==> src/nand_host_pkg.sv <==
package nand_host_pkg;
    // nand commands
    localparam logic [7:0] cmd_reset = 8'hff;
    localparam logic [7:0] cmd_status = 8'h70;
    localparam logic [7:0] cmd_status_plane = 8'h78;
    localparam logic [7:0] cmd_read_id = 8'h90;
    localparam logic [7:0] cmd_dummy = 8'h00;
    localparam logic [7:0] addr_id = 8'h00;
    // status byte fields
    localparam int st_fail_bit = 0;
    localparam int st_otp_bit = 3;
    localparam int st_ecc_bit = 4;
    localparam int st_array_rdy_bit = 5;
    localparam int st_ready_bit = 6;
    localparam int st_wp_n_bit = 7;
    localparam logic [7:0] st_after_reset_wp_hi = 8'he0;
    localparam logic [7:0] st_after_reset_wp_lo = 8'h60;
    // id byte fields
    localparam int id_max_bytes = 5;
    localparam logic [2:0] id_cnt_max = 3'h5;
    // axi register map (byte addresses)
    localparam logic [7:0] reg_control = 8'h00;
    localparam logic [7:0] reg_status = 8'h04;
    localparam logic [7:0] reg_id_lo = 8'h08;
    localparam logic [7:0] reg_id_hi = 8'h0c;
    localparam logic [7:0] reg_op_status = 8'h10;
    // control register bits (bits 0 to 2 write 1 to start; bit 3 selects a five-byte id read)
    localparam int ctl_reset_bit = 0;
    localparam int ctl_read_id_bit = 1;
    localparam int ctl_read_status_bit = 2;
    localparam int ctl_id_len5_bit = 3;
    localparam logic [1:0] axi_okay = 2'h0;
    localparam logic [1:0] axi_slverr = 2'h2;
    // pin timing at 10 MHz: one cycle covers each strobe phase
    localparam int clk_period_ns = 100;
    localparam int strobe_min_ns = 25;
    localparam int strobe_cycles = (strobe_min_ns + clk_period_ns - 1) / clk_period_ns;
    localparam logic [3:0] strobe_cnt = 4'(strobe_cycles);
    typedef enum logic [1:0] {op_none_type_v, op_cmd_type_v, op_addr_type_v, op_read_type_v} pin_op_type;
endpackage : nand_host_pkg

==> src/nand_pin_if.sv <==
`timescale 1ns/1ns
`default_nettype none
interface nand_pin_if;
    import nand_host_pkg::*;
    logic start;
    pin_op_type op;
    logic [7:0] wdata;
    logic done;
    logic [7:0] rdata;
    modport master (output start, output op, output wdata, input done, input rdata);
    modport sequencer (input start, input op, input wdata, output done, output rdata);
endinterface : nand_pin_if
`default_nettype wire

==> src/nand_pin_cycle.sv <==
`timescale 1ns/1ns
`default_nettype none
// one command, address or read cycle on the multiplexed bus
module nand_pin_cycle
    import nand_host_pkg::*;
(
    input wire logic sys_clk,
    input wire logic srst,
    input wire logic clk_en,
    nand_pin_if.sequencer cyc,
    output logic cle,
    output logic ale,
    output logic we_n,
    output logic re_n,
    output logic [7:0] io_out,
    output logic io_oe,
    input wire logic [7:0] io_in
);
    typedef enum logic [1:0] {ph_idle, ph_low, ph_high} phase_type;
    phase_type ph_q, ph_d;
    logic [3:0] cnt_q, cnt_d;
    logic cle_q, cle_d, ale_q, ale_d, we_n_q, we_n_d, re_n_q, re_n_d, oe_q, oe_d, done_q, done_d;
    logic [7:0] out_q, out_d, rd_q, rd_d;
    pin_op_type op_q, op_d;

    always_comb begin
        ph_d = ph_q;
        cnt_d = cnt_q;
        cle_d = cle_q;
        ale_d = ale_q;
        we_n_d = we_n_q;
        re_n_d = re_n_q;
        oe_d = oe_q;
        out_d = out_q;
        rd_d = rd_q;
        op_d = op_q;
        done_d = 1'b0;
        case (ph_q)
            ph_idle: begin
                if (cyc.start) begin
                    op_d = cyc.op;
                    cle_d = (cyc.op == op_cmd_type_v);
                    ale_d = (cyc.op == op_addr_type_v);
                    oe_d = (cyc.op != op_read_type_v);
                    out_d = cyc.wdata;
                    we_n_d = (cyc.op == op_read_type_v);
                    re_n_d = (cyc.op != op_read_type_v);
                    cnt_d = strobe_cnt;
                    ph_d = ph_low;
                end
            end
            ph_low: begin
                if (cnt_q > 4'h1) begin
                    cnt_d = cnt_q - 4'h1;
                end else begin
                    // data sampled just before re rises; rd_q holds it until the next read cycle
                    if (op_q == op_read_type_v) begin
                        rd_d = io_in;
                    end
                    we_n_d = 1'b1;
                    re_n_d = 1'b1;
                    cnt_d = strobe_cnt;
                    ph_d = ph_high;
                end
            end
            default: begin
                if (cnt_q > 4'h1) begin
                    cnt_d = cnt_q - 4'h1;
                end else begin
                    cle_d = 1'b0;
                    ale_d = 1'b0;
                    oe_d = 1'b0;
                    done_d = 1'b1;
                    ph_d = ph_idle;
                end
            end
        endcase
    end

    always_ff @(posedge sys_clk) begin
        if (srst) begin
            ph_q <= ph_idle;
            cnt_q <= 4'h0;
            cle_q <= 1'b0;
            ale_q <= 1'b0;
            we_n_q <= 1'b1;
            re_n_q <= 1'b1;
            oe_q <= 1'b0;
            out_q <= 8'h00;
            rd_q <= 8'h00;
            op_q <= op_none_type_v;
            done_q <= 1'b0;
        end else if (clk_en) begin
            ph_q <= ph_d;
            cnt_q <= cnt_d;
            cle_q <= cle_d;
            ale_q <= ale_d;
            we_n_q <= we_n_d;
            re_n_q <= re_n_d;
            oe_q <= oe_d;
            out_q <= out_d;
            rd_q <= rd_d;
            op_q <= op_d;
            done_q <= done_d;
        end
    end

    assign cle = cle_q;
    assign ale = ale_q;
    assign we_n = we_n_q;
    assign re_n = re_n_q;
    assign io_out = out_q;
    assign io_oe = oe_q;
    assign cyc.done = done_q;
    assign cyc.rdata = rd_q;
endmodule : nand_pin_cycle
`default_nettype wire

==> src/nand_status_host.sv <==
`timescale 1ns/1ns
`default_nettype none
module nand_status_host
    import nand_host_pkg::*;
(
    input wire logic sys_clk,
    input wire logic srst,
    input wire logic clk_en,
    input wire logic [7:0] s_axi_awaddr,
    input wire logic s_axi_awvalid,
    output logic s_axi_awready,
    input wire logic [31:0] s_axi_wdata,
    input wire logic [3:0] s_axi_wstrb,
    input wire logic s_axi_wvalid,
    output logic s_axi_wready,
    output logic [1:0] s_axi_bresp,
    output logic s_axi_bvalid,
    input wire logic s_axi_bready,
    input wire logic [7:0] s_axi_araddr,
    input wire logic s_axi_arvalid,
    output logic s_axi_arready,
    output logic [31:0] s_axi_rdata,
    output logic [1:0] s_axi_rresp,
    output logic s_axi_rvalid,
    input wire logic s_axi_rready,
    output logic nand_cle,
    output logic nand_ale,
    output logic nand_we_n,
    output logic read_strobe_pin_n,
    output logic [7:0] nand_io_out,
    output logic nand_io_oe,
    input wire logic [7:0] nand_io_in,
    input wire logic nand_ready
);
    typedef enum logic [3:0] {
        st_boot, st_idle, st_issue, st_wait_cyc, st_wait_busy, st_id_read, st_stat_read
    } seq_type;
    typedef enum logic [1:0] {job_reset, job_id, job_status} job_type;

    nand_pin_if cyc ();
    logic p_cle, p_ale, p_we_n, p_re_n, p_oe;
    logic [7:0] p_out;

    nand_pin_cycle u_pin (
        .sys_clk(sys_clk),
        .srst(srst),
        .clk_en(clk_en),
        .cyc(cyc),
        .cle(p_cle),
        .ale(p_ale),
        .we_n(p_we_n),
        .re_n(p_re_n),
        .io_out(p_out),
        .io_oe(p_oe),
        .io_in(nand_io_in)
    );

    seq_type st_q, st_d;
    job_type job_q, job_d;
    logic [2:0] step_q, step_d;
    logic [2:0] idx_q, idx_d;
    logic start_q, start_d;
    pin_op_type op_q, op_d;
    logic [7:0] wd_q, wd_d;
    logic [7:0] stat_q, stat_d;
    logic [7:0] id_q [id_max_bytes];
    logic [7:0] id_d [id_max_bytes];
    logic id_len5_q, id_len5_d, in_id_q, in_id_d, reset_done_q, reset_done_d, err_q, err_d;
    logic awr_q, awr_d, wr_q, wr_d, bv_q, bv_d, arr_q, arr_d, rv_q, rv_d;
    logic [1:0] bresp_q, bresp_d, rresp_q, rresp_d;
    logic [31:0] rdata_q, rdata_d;
    logic [7:0] aw_q, aw_d;
    logic [31:0] w_q, w_d;
    logic aw_have_q, aw_have_d, w_have_q, w_have_d;

    function automatic logic addr_ok(input logic [7:0] a);
        addr_ok = (a == reg_control) || (a == reg_status) || (a == reg_id_lo) || (a == reg_id_hi) ||
            (a == reg_op_status);
    endfunction : addr_ok

    function automatic logic busy_f(input seq_type s);
        busy_f = (s != st_idle);
    endfunction : busy_f

    assign cyc.start = start_q;
    assign cyc.op = op_q;
    assign cyc.wdata = wd_q;

    always_comb begin
        st_d = st_q;
        job_d = job_q;
        step_d = step_q;
        idx_d = idx_q;
        start_d = 1'b0;
        op_d = op_q;
        wd_d = wd_q;
        stat_d = stat_q;
        id_d = id_q;
        id_len5_d = id_len5_q;
        in_id_d = in_id_q;
        reset_done_d = reset_done_q;
        err_d = err_q;
        awr_d = 1'b0;
        wr_d = 1'b0;
        bv_d = bv_q;
        bresp_d = bresp_q;
        arr_d = 1'b0;
        rv_d = rv_q;
        rresp_d = rresp_q;
        rdata_d = rdata_q;
        aw_d = aw_q;
        w_d = w_q;
        aw_have_d = aw_have_q;
        w_have_d = w_have_q;
        // write channels, taken independently
        if (s_axi_awvalid && awr_q) begin
            aw_d = s_axi_awaddr;
            aw_have_d = 1'b1;
        end
        if (s_axi_wvalid && wr_q) begin
            w_d = s_axi_wdata;
            w_have_d = 1'b1;
        end
        awr_d = !aw_have_d && !bv_q;
        wr_d = !w_have_d && !bv_q;
        if (s_axi_bvalid && s_axi_bready) begin
            bv_d = 1'b0;
        end
        // command sequencer; first job after power-on is always reset
        case (st_q)
            st_boot: begin
                job_d = job_reset;
                step_d = 3'h0;
                st_d = st_issue;
            end
            st_idle: begin
                if (aw_have_q && w_have_q && !bv_q) begin
                    aw_have_d = 1'b0;
                    w_have_d = 1'b0;
                    bv_d = 1'b1;
                    bresp_d = addr_ok(aw_q) ? axi_okay : axi_slverr;
                    if (aw_q == reg_control && s_axi_wstrb[0]) begin
                        step_d = 3'h0;
                        id_len5_d = w_q[ctl_id_len5_bit];
                        if (w_q[ctl_reset_bit]) begin
                            job_d = job_reset;
                            st_d = st_issue;
                        end else if (w_q[ctl_read_id_bit]) begin
                            job_d = job_id;
                            idx_d = 3'h0;
                            st_d = st_issue;
                        end else if (w_q[ctl_read_status_bit]) begin
                            job_d = job_status;
                            st_d = st_issue;
                        end
                    end
                end
            end
            st_issue: begin
                start_d = 1'b1;
                st_d = st_wait_cyc;
                case (job_q)
                    job_reset: begin
                        op_d = op_cmd_type_v;
                        wd_d = cmd_reset;
                    end
                    job_id: begin
                        op_d = (step_q == 3'h0) ? op_cmd_type_v : op_addr_type_v;
                        wd_d = (step_q == 3'h0) ? cmd_read_id : addr_id;
                    end
                    default: begin
                        // leaving id mode needs a dummy command before 70h
                        op_d = op_cmd_type_v;
                        wd_d = (step_q == 3'h0 && in_id_q) ? cmd_dummy : cmd_status;
                    end
                endcase
            end
            st_wait_cyc: begin
                if (cyc.done) begin
                    case (job_q)
                        job_reset: st_d = st_wait_busy;
                        job_id: begin
                            if (step_q == 3'h0) begin
                                step_d = 3'h1;
                                st_d = st_issue;
                            end else begin
                                in_id_d = 1'b1;
                                st_d = st_id_read;
                            end
                        end
                        default: begin
                            if (step_q == 3'h0 && in_id_q) begin
                                step_d = 3'h1;
                                in_id_d = 1'b0;
                                st_d = st_issue;
                            end else begin
                                st_d = st_stat_read;
                            end
                        end
                    endcase
                end
            end
            st_wait_busy: begin
                // ready/busy returning high ends the reset interval
                if (nand_ready) begin
                    in_id_d = 1'b0;
                    reset_done_d = 1'b1;
                    job_d = job_status;
                    step_d = 3'h0;
                    st_d = st_issue;
                end
            end
            st_id_read: begin
                if (!start_q && !cyc.done && idx_q == 3'h0 && step_q == 3'h1) begin
                    op_d = op_read_type_v;
                    start_d = 1'b1;
                    step_d = 3'h2;
                end else if (cyc.done) begin
                    id_d[idx_q] = cyc.rdata;
                    if (idx_q + 3'h1 < (id_len5_q ? id_cnt_max : id_cnt_max - 3'h1)) begin
                        idx_d = idx_q + 3'h1;
                        op_d = op_read_type_v;
                        start_d = 1'b1;
                    end else begin
                        st_d = st_idle;
                    end
                end
            end
            default: begin
                if (step_q != 3'h7 && !start_q) begin
                    op_d = op_read_type_v;
                    start_d = 1'b1;
                    step_d = 3'h7;
                end else if (cyc.done) begin
                    // no set-feature is ever sent, so bit 4 keeps its default rewrite-advice meaning
                    stat_d = cyc.rdata;
                    // fail bit meaningless until a program or erase has run
                    err_d = cyc.rdata[st_fail_bit];
                    st_d = st_idle;
                end
            end
        endcase
        // read channel
        if (s_axi_rvalid && s_axi_rready) begin
            rv_d = 1'b0;
        end
        if (s_axi_arvalid && arr_q) begin
            rv_d = 1'b1;
            rresp_d = addr_ok(s_axi_araddr) ? axi_okay : axi_slverr;
            if (s_axi_araddr == reg_status) begin
                rdata_d = {28'h0, err_q, reset_done_q, in_id_q, busy_f(st_q)};
            end else if (s_axi_araddr == reg_id_lo) begin
                rdata_d = {id_q[3], id_q[2], id_q[1], id_q[0]};
            end else if (s_axi_araddr == reg_id_hi) begin
                rdata_d = {24'h0, id_q[4]};
            end else if (s_axi_araddr == reg_op_status) begin
                rdata_d = {24'h0, stat_q};
            end else if (s_axi_araddr == reg_control) begin
                rdata_d = {28'h0, id_len5_q, 3'h0};
            end else begin
                rdata_d = 32'h0;
            end
        end
        arr_d = !rv_d && !arr_q;
    end

    always_ff @(posedge sys_clk) begin
        if (srst) begin
            st_q <= st_boot;
            job_q <= job_reset;
            step_q <= 3'h0;
            idx_q <= 3'h0;
            start_q <= 1'b0;
            op_q <= op_none_type_v;
            wd_q <= 8'h00;
            stat_q <= 8'h00;
            for (int i = 0; i < id_max_bytes; i++) begin
                id_q[i] <= 8'h00;
            end
            id_len5_q <= 1'b0;
            in_id_q <= 1'b0;
            reset_done_q <= 1'b0;
            err_q <= 1'b0;
            awr_q <= 1'b0;
            wr_q <= 1'b0;
            bv_q <= 1'b0;
            bresp_q <= axi_okay;
            arr_q <= 1'b0;
            rv_q <= 1'b0;
            rresp_q <= axi_okay;
            rdata_q <= 32'h0;
            aw_q <= 8'h00;
            w_q <= 32'h0;
            aw_have_q <= 1'b0;
            w_have_q <= 1'b0;
        end else if (clk_en) begin
            st_q <= st_d;
            job_q <= job_d;
            step_q <= step_d;
            idx_q <= idx_d;
            start_q <= start_d;
            op_q <= op_d;
            wd_q <= wd_d;
            stat_q <= stat_d;
            id_q <= id_d;
            id_len5_q <= id_len5_d;
            in_id_q <= in_id_d;
            reset_done_q <= reset_done_d;
            err_q <= err_d;
            awr_q <= awr_d;
            wr_q <= wr_d;
            bv_q <= bv_d;
            bresp_q <= bresp_d;
            arr_q <= arr_d;
            rv_q <= rv_d;
            rresp_q <= rresp_d;
            rdata_q <= rdata_d;
            aw_q <= aw_d;
            w_q <= w_d;
            aw_have_q <= aw_have_d;
            w_have_q <= w_have_d;
        end
    end

    assign s_axi_awready = awr_q;
    assign s_axi_wready = wr_q;
    assign s_axi_bvalid = bv_q;
    assign s_axi_bresp = bresp_q;
    assign s_axi_arready = arr_q;
    assign s_axi_rvalid = rv_q;
    assign s_axi_rresp = rresp_q;
    assign s_axi_rdata = rdata_q;
    assign nand_cle = p_cle;
    assign nand_ale = p_ale;
    assign nand_we_n = p_we_n;
    assign read_strobe_pin_n = p_re_n;
    assign nand_io_out = p_out;
    assign nand_io_oe = p_oe;
endmodule : nand_status_host
`default_nettype wire

==> config.mk <==
export PLATFORM = sky130hd
export DESIGN_NAME = nand_status_host
export DESIGN_NICKNAME = d
export VERILOG_FILES = /design/src/nand_host_pkg.sv /design/src/nand_pin_if.sv /design/src/nand_pin_cycle.sv /design/src/nand_status_host.sv
export SDC_FILE = /design/constraint.sdc
export NUM_CORES = 1
export LEC_CHECK = 0
export BUFFER_PORTS_ARGS = -buffer_cell sky130_fd_sc_hd__buf_4
export CORE_ASPECT_RATIO = 0.9
export CORE_MARGIN = 2
export CORE_UTILIZATION = 57
export CTS_BUF_LIST = sky130_fd_sc_hd__clkbuf_4
export CTS_CLUSTER_SIZE = 10
export DETAILED_ROUTE_END_ITERATION = 16
export PLACE_DENSITY = 0.84
export SYNTH_ARGS = -nofsm -noshare
export SYNTH_HDL_FRONTEND = slang
export SYNTH_SLANG_ARGS = --single-unit
==> constraint.sdc <==
create_clock -name sys_clk -period 2.6 [get_ports sys_clk]
set_input_delay 0.26 -clock sys_clk [delete_from_list [all_inputs] [get_ports sys_clk]]
set_output_delay 0.26 -clock sys_clk [all_outputs]
set_load 0.05 [all_outputs]
# Word level (Yosys, flattened, before mapping)
# Index checks and enable logic that the tools add are counted.
# W data, S select, Z words.
[classes]
addsub = 2
magnitude_cmp = 4
eq_ne = 45
muxes = 105
bitwise_logic = 8
n_reduce_logical = 71
[ops]
columns = ["cell", "count"]
rows = [
  ["$mux W32", 2],
  ["$mux W4", 16],
  ["$mux W3", 17],
  ["$bwmux W40", 1],
  ["$mux W2", 17],
  ["$eq A8 B4 Y1 const B", 4],
  ["$mux W8", 4],
  ["$mux W1", 28],
  ["$ne A2 B2 Y1 const B", 14],
  ["$reduce_and A4 Y1", 7],
  ["$demux W8 S3", 1],
  ["$pmux W4 S6", 1],
  ["$reduce_and A11 Y1", 2],
  ["$pmux W3 S2", 3],
  ["$pmux W3 S6", 1],
  ["$logic_and A1 B1 Y1", 17],
  ["$eq A8 B3 Y1 const B", 2],
  ["$eq A8 B5 Y1 const B", 2],
  ["$logic_not A8 Y1", 2],
  ["$pmux W8 S2", 1],
  ["$pmux W1 S2", 7],
  ["$ne A3 B3 Y1 const B", 4],
  ["$pmux W2 S3", 2],
  ["$reduce_and A3 Y1", 4],
  ["other kinds (40)", 76],
]
[totals]
register_bits = 160
out_inout_bits = 54

# Longest topological paths before layout
# Gate-level depths: netlist of run 1.
[depth]
word_depth = 6
mapped_depth = 8

# Modules after synthesis
# A second synthesis of run 1 with hierarchy kept.
[hier_totals]
cells_unflattened = 748
hier_area_um2 = 6508.7
[by_module_without_submodules]
columns = ["mod", "instances", "cells_each", "area_each_um2", "seq_area_each_um2"]
rows = [
  ["nand_status_host", 1, 588, 5228.8, 2442.3],
  ["nand_pin_cycle", 1, 160, 1280.0, 600.6],
]

# Worst setup path before layout of run 1
# OpenSTA, ideal clock, no wires.
[synth_path]
kind = "reg2reg"
from = "reg arr_q, in the netlist s_axi_arready"
to = "reg rdata_q[10], in the netlist s_axi_rdata[10]"
setup_ns = 0.066
arrival_ns = 1.988
path_slack_ns = 0.546
stages_incl_launch_ff = 8
path_buffers = 2
synth_period_minus_slack_ns = 2.054
path_cell_list = "dfxtp_1 > nand3_1 > nor3_4 > and3b_1 > buf_2 > buf_4 > a22oi_1 > nor2_1"
[synth_via]
elab_chain_cells = 2
[synth_rtl]
columns = ["element", "line", "text"]
rows = [
  ["from (decl)", "nand_status_host.sv:69", "logic awr_q, awr_d, wr_q, wr_d, bv_q, bv_d, arr_q, arr_d, rv_q, rv_d;"],
  ["from (signal assigned)", "nand_status_host.sv:314", "arr_q <= arr_d;"],
  ["$logic_and A1 B1 Y1", "nand_status_host.sv:247", "if (s_axi_arvalid && arr_q) begin"],
  ["$reduce_and A2 Y1 (no source line)", "-", ""],
  ["to (signal assigned)", "nand_status_host.sv:317", "rdata_q <= rdata_d;"],
  ["to (decl)", "nand_status_host.sv:71", "logic [31:0] rdata_q, rdata_d;"],
]
# Every way passes these cells.
# A chain may end at the register's enable or synchronous reset.

# Final worst setup path of run 1
[layout_path]
from = "reg st_q[2]"
to = "reg id_q[3] (netlist name)"
[layout_via]
elab_chain_cells = 2
[layout_rtl]
columns = ["element", "line", "text"]
rows = [
  ["from (decl)", "nand_status_host.sv:58", "seq_type st_q, st_d;"],
  ["from (signal assigned)", "nand_status_host.sv:269", "st_q <= st_boot;"],
  ["from (signal assigned)", "nand_status_host.sv:297", "st_q <= st_d;"],
  ["$eq A4 B3 Y1", "nand_status_host.sv:130", "case (st_q)"],
  ["$reduce_and A4 Y1 (no source line)", "-", ""],
  ["to (signal assigned)", "nand_status_host.sv:305", "id_q <= id_d;"],
  ["to (decl)", "nand_status_host.sv:66", "logic [7:0] id_q [id_max_bytes];"],
]
# Every way passes these cells.

==> results of run 1 <==
-- worst min-delay path: stages --
cell                      delay [ns]
sky130_fd_sc_hd__buf_4          0.10
sky130_fd_sc_hd__nand2_1        0.05
sky130_fd_sc_hd__a21oi_1        0.06
sky130_fd_sc_hd__nor2_1         0.08
-- metrics by stage --
| step | power, mW | setup slack [ns] | hold WS, ns |
|---|---|---|---|
| 6_report | 4.18 | 0.365 | 0.0340 |
| 5_1_grt | 4.35 | 0.232 | 0.0527 |
| 4_1_cts | 4.20 | 0.407 | 0.0199 |
| 3_5_place_dp | 2.73 | 0.439 | 0.448 |
| 3_3_place_gp | 2.71 | 0.542 | 0.443 |
| 2_1_floorplan | 2.62 | 0.546 | 0.396 |
-- sequential cells by signal, summed over array words and instances (netlist names), 8 cells and up --
register / flops
stat_q: 8
s_axi_rdata: 32
aw_q: 8
u_pin.cyc.rdata: 8
id_q: 40
-- synthesized netlist by cell type, drive strengths merged, types with 2 or more instances --
cell type and count:
o21ai 16, and2 3, a21oi 50, nand3b 3
a31oi 4, nor3b 2, o22ai 3, ha 4
nor2 121, a22oi 37, a211oi 4, o31a 2
xor2 2, mux2i 68, buf 17, and3b 4
nand3 25, a32o 3, nor4b 3, or4 2
inv 12, nand2b 3, nand2 51, nor2b 11
nor4 3, a311oi 3, dfxtp 148, clkbuf 30
o21a 2, a31o 2, a2111oi 3, nor3 21
nand4 5, o211ai 2, a21bo 2, and3 7
mux2 4
-- worst paths after layout --
check	start	cells after the start	to
setup / recovery	st_q[2]	5	id_q[3]
hold / removal	s_axi_bready	4	s_axi_bvalid
setup reg to reg	st_q[2]	5	id_q[3]
hold reg to reg	id_q[38]	2	id_q[38]
-- routing by layer --
| layer | share of wire, % | vias to the layer above | GRT usage [%] |
|---|---|---|---|
| li1 | - | 2675 | - |
| met1 | 44 | 2571 | 34.1 |
| met2 | 49 | 216 | 43.7 |
| met3 | 6.1 | 18 | 6.67 |
| met4 | 1.1 | 0 | 7.75 |
| met5 | 0 | - | 0 |
-- cell type report --
cell class	count	area (um2)	area share (%)
clock buffers	18	135	1.80
clock inverters	14	161	2.15
inverters	13	48.8	0.649
multi-input cells	492	3060	40.7
flip-flops and latches	148	2960	39.4
well taps	133	166	2.21
repair buffers	122	983	13.1
-- power groups by stage --
stage,clock network (mW),registers (mW),logic [mW]
2_1_floorplan,0,2.40,0.217
3_3_place_gp,0,2.39,0.320
3_5_place_dp,0,2.40,0.331
4_1_cts,1.49,2.35,0.358
5_1_grt,1.60,2.35,0.395
6_report,1.47,2.35,0.365
-- logic make-up after synthesis --
logic type	after synthesis	share of synthesized area, %
AND/OR/NAND/NOR	268	20.7
flip-flops	148	47.2
AO/OA/AOI/OAI	142	14.9
multiplexers	72	11.6
buffers and inverters	60	4.22
adder cells (fa/ha/maj)	5	0.956
XOR/XNOR	3	0.418
other	1	0.0597
==> flow_summary.toml, run 1 <==
[run_status]
status = "completed"

[synthesis]
sequential_element_share_of_the_synthesized_area_pct = 47.2
synthesis.area_per_instance_um2 = 8.99
yosysWarningCount = 0
synth.top_cell.area_share_pct = 47.2
cell_types_occupying_the_most_area_after_synthesis = "sky130_fd_sc_hd__dfxtp_1, sky130_fd_sc_hd__mux2i_1, sky130_fd_sc_hd__nor2_1, sky130_fd_sc_hd__a22oi_1, sky130_fd_sc_hd__a21oi_1"
netlist.top_cell.by_area = "sky130_fd_sc_hd__dfxtp_1"
synth-async-reset-ratio_pct = 0
synth_seq_cells = 148
ys_types = 65
dominantRegCellSynth = "sky130_fd_sc_hd__dfxtp_1"
synth-edff-count = 0
synth_cells = 699
syn-cell-area_um2 = 6280

[place]
place_area_um2 = 7000
hpwl_mm = 10.3
place_inst = 886
rd_place_congestion = 0.980
port-buffer-count = 89

[floorplanning]
die_h_um = 104
num_rows = 36
design.die.area_um2 = 11900
io_pins = 123
die_width_um = 115
initial_core_util_pct = 58.3
core_area_um2 = 10800

[worst_setup_path]
critical_path_peak_fanout = 18
worst_path_dominant_cell_family = "simple AND/OR/NAND/NOR gates"
setup.worst_path.start_class = "register"
critical_path.n_buffers_inverters = 0
cp-end-kind = "register"
cp_slowest_cell = "sky130_fd_sc_hd__dfxtp_1"
setup.reg_to_reg.worst_slack_ns = 0.37
timing.critical_path.slowest_cell_delay_ns = 0.70
critPathArrivalTime_ns = 2.66
worst_ep_required_time_ns = 3.02
crit_path_cell_trace = "and2_1, nand2_1, nor3_4, mux2i_1, nor2_1"
worst-setup-path-type = "register to register"

[drt]
wirelength_mm = 15.4
dr_drc_count = 0
dr_total_vias = 5480
detail_route.first_pass.iterations = 5
avgViaCountPerCell = 5.83
wl_per_cell_um = 16.3
drt-initial-drc-count = 604
drt.antenna.violating_nets = 0

[clock_network]
root_buffer = "sky130_fd_sc_hd__clkbuf_4"
clock_tree.buffer_depth = 2
clock_tree_from_tritoncts = "yes"
worstSkewPairLatency_ns = 0.55
cts_inserted_buffers = 17
cts.sink_count = 148
post_cts_resized = 0
cts_setup_buffers = 0
cts.hold.buffers_added = 22
h-tree-depth = 4
worst_setup_hold_path_clk_slew_ns = 0.12

[worst_hold_path]
hp-class = "input port to register"

[sta]
skew_ns = 0.0172
final_worst_path_cycle_share_pct = 85.9
unrepaired_setup_endpoints_after_global_routing = "no"
slew_viol_final = 0
report.final.hold_viol_count = 0
min_period_ns = 2.23
slew_headroom_pct = 41.7
worst_pin_slew_ns = 0.873
setup_viol = 0
fmax_mhz = 448
totalNegativeSetupSlack_ns = 0

[power]
power.ir.vdd_worst_v = 0.000357
pwr-share-seq_pct = 56.1
power_report.internal_total_mw = 3.12
power.clock.fraction_pct = 35.2
switching_share_of_total_power_pct = 25.5
net-switching-power_mw = 1.07
power_density_nw_per_um2 = 557
static-leakage-power_nw = 3.12
combinationalPowerShare_pct = 8.7

[global_routing]
largest_net_degree_at_the_start_of_global_routing = 72
grt_overflow = 0
antenna_found_initial = 0
grt_pass1_wl_mm = 25.2
first_global_vias = 5324
gr-usage-all-layers_pct = 26.4

[layout]
most_used_cells_in_the_layout_excluding_fill_and_tap_cells = "sky130_fd_sc_hd__dfxtp_1, sky130_fd_sc_hd__nor2_1, sky130_fd_sc_hd__buf_4"
post-route-util_pct = 69.8
finish.instance_area_um2 = 7510
syn_to_final_growth_pct = 19.6
num-fill-cells = 781
num_antenna_cells = 0
mostFrequentLayoutCell = "sky130_fd_sc_hd__dfxtp_1"
drive_gt1_share_pct = 18.0
stdcell_count = 940
design.final.nets = 867

[job]
timing.max_cap.violations = 0
Power figures use the tool's default switching activity.
==> run 2: changes to the inputs <==
PLACE_DENSITY = 0.82   (was 0.84)
==> run 2 against run 1 <==
Against the previous run:
- clock power is 5% lower
- die area did not move
- clock skew rose by 0.0060 ns
- critical path depth unchanged
- count of clock-buffer cells in the layout increased by 1
- critical endpoint is now id_q[1]
==> flow_summary.toml, run 2 (synthesis results as in run 1) <==
[drt]
dr_total_vias = 5502
wl_per_cell_um = 16.7
avgViaCountPerCell = 5.84
wirelength_mm = 15.7
drt.antenna.violating_nets = 0
detail_route.first_pass.iterations = 5
drt-initial-drc-count = 493
dr_drc_count = 0

[clock_network]
root_buffer = "sky130_fd_sc_hd__clkbuf_4"
cts_inserted_buffers = 17
cts.sink_count = 148
clock_tree.buffer_depth = 2
post_cts_resized = 0
worst_setup_hold_path_clk_slew_ns = 0.11
clock_tree_from_tritoncts = "yes"
h-tree-depth = 4
worstSkewPairLatency_ns = 0.55

[worst_setup_path]
rr_endpoint = "id_q[1]"
cp-end-kind = "register"
setup.reg_to_reg.worst_slack_ns = 0.42
r2r_start = "st_q[2]"
cp-startpoint = "st_q[2]"
worst-setup-path-type = "register to register"
timing.critical_path.to = "id_q[1]"
critical_path_peak_fanout = 18
setup.worst_path.start_class = "register"
worst_ep_required_time_ns = 3.04
worst_r2r_path_depth = 5
critPathArrivalTime_ns = 2.61

[sta]
slew_viol_final = 0
totalNegativeSetupSlack_ns = 0
report.final.hold_viol_count = 0
worst_pin_slew_ns = 0.894
skew_ns = 0.0232
final.hold.worst_slack_ns = 0.0421
fmax_mhz = 459
min_period_ns = 2.18
setup_viol = 0
final_worst_path_cycle_share_pct = 83.7
unrepaired_setup_endpoints_after_global_routing = "no"
slew_headroom_pct = 40.3

[layout]
multi_input_comb_area_um2 = 3060
num-fill-cells = 854
num_antenna_cells = 0
syn_to_final_growth_pct = 19.5
drive_gt1_share_pct = 18.4
most_used_cells_in_the_layout_excluding_fill_and_tap_cells = "sky130_fd_sc_hd__dfxtp_1, sky130_fd_sc_hd__nor2_1, sky130_fd_sc_hd__buf_4"
regMostFlops = "id_q"
largest_reg_flops = 40
mostFrequentLayoutCell = "sky130_fd_sc_hd__dfxtp_1"
design.final.nets = 870
area.sequential_um2 = 2960

[power]
combinationalPowerShare_pct = 9.1
power_report.internal_total_mw = 3.04
power.clock.fraction_pct = 34.0
net-switching-power_mw = 1.08
power.ir.vdd_worst_v = 0.000404
power_density_nw_per_um2 = 549
static-leakage-power_nw = 3.12
switching_share_of_total_power_pct = 26.2
pwr-share-seq_pct = 56.9

[global_routing]
grt_pass1_wl_mm = 26.1
antenna_found_initial = 0
largest_net_degree_at_the_start_of_global_routing = 58
first_global_vias = 5478
gr-usage-all-layers_pct = 27.2
grt_overflow = 0

[floorplanning]
io_pins = 123
design.die.area_um2 = 11900
num_rows = 36
die_width_um = 115
core_area_um2 = 10800
die_h_um = 104
initial_core_util_pct = 58.3

[job]
timing.max_cap.violations = 0

[worst_hold_path]
min_from = "s_axi_bready"
hp-class = "input port to register"

[place]
hpwl_mm = 10.7
rd_place_congestion = 0.944
port-buffer-count = 89

[run_status]
status = "completed"
==> run 2: cell types whose count changed in the layout (fill, tap and decap cells not counted) <==
| cell | previous run | this run |
|---|---|---|
| sky130_fd_sc_hd__buf_12 | 1 | 0 |
| sky130_fd_sc_hd__buf_4 | 99 | 103 |
| sky130_fd_sc_hd__bufinv_16 | 3 | 2 |
| sky130_fd_sc_hd__clkbuf_4 | 18 | 19 |
| sky130_fd_sc_hd__clkinv_1 | 3 | 1 |
| sky130_fd_sc_hd__clkinv_4 | 2 | 3 |
==> run 2: worst min-delay path by stage <==
stage	endpoint	depth (start not counted)	slack [ns]
finish	s_axi_bvalid	4	0.04
global route	w_have_q	3	0.05
CTS	s_axi_bvalid	4	0.02
detailed placement	aw_q[6]	2	0.45
global placement	id_q[38]	2	0.44
floorplan	aw_q[0]	2	0.40
==> run 2: cell type report <==
type	count	share of cell area, %
Multi-Input combinational cell	492	40.7
Sequential cell	148	39.5
Timing Repair Buffer	125	13.2
Tap cell	133	2.22
Clock buffer	19	1.90
Clock inverter	12	1.77
Inverter	13	0.650
==> run 2: per-layer routing <==
layer  up-vias  routed length (um)  GRT usage (%)  part of all wire [%]
li1       2661                   -              -                     -
met1      2600                6690           34.7                    43
met2       212                7610           45.3                    48
met3        29                1140           6.61                   7.3
met4         0                 260           8.54                   1.7
met5         -                   0              0                     0
==> run 2: power by group through the flow <==
stage	registers [mW]	logic [mW]	clock network, mW
after global routing	2.35	0.408	1.53
after global placement	2.39	0.332	0
after CTS	2.34	0.372	1.42
after detailed placement	2.39	0.344	0
final	2.34	0.376	1.40
after floorplan	2.40	0.217	0
==> run 2: through the flow <==
stage	worst slack, ns	instance area [um2]	power (mW)	util, %	instances
floorplan	0.546	6280	2.62	-	700
global placement	0.526	7010	2.72	65.1	889
detailed placement	0.454	7010	2.74	65.1	889
CTS	0.456	7500	4.13	69.7	942
global route	0.291	7500	4.29	69.7	942
finish	0.423	7500	4.12	69.7	942
==> run 2: what timing repair did <==
item                      CTS  global route
hold buffers               22             0
buffers inserted            0             0
hold endpoints to repair   22             0
==> run 2: critical path, stage by stage, from the launching register on <==
cell and delay [ns]:
sky130_fd_sc_hd__dfxtp_1 0.69, sky130_fd_sc_hd__and2_1 0.27, sky130_fd_sc_hd__nand2_1 0.20, sky130_fd_sc_hd__nor3_4 0.58
sky130_fd_sc_hd__mux2i_1 0.28, sky130_fd_sc_hd__nor2_1 0.06
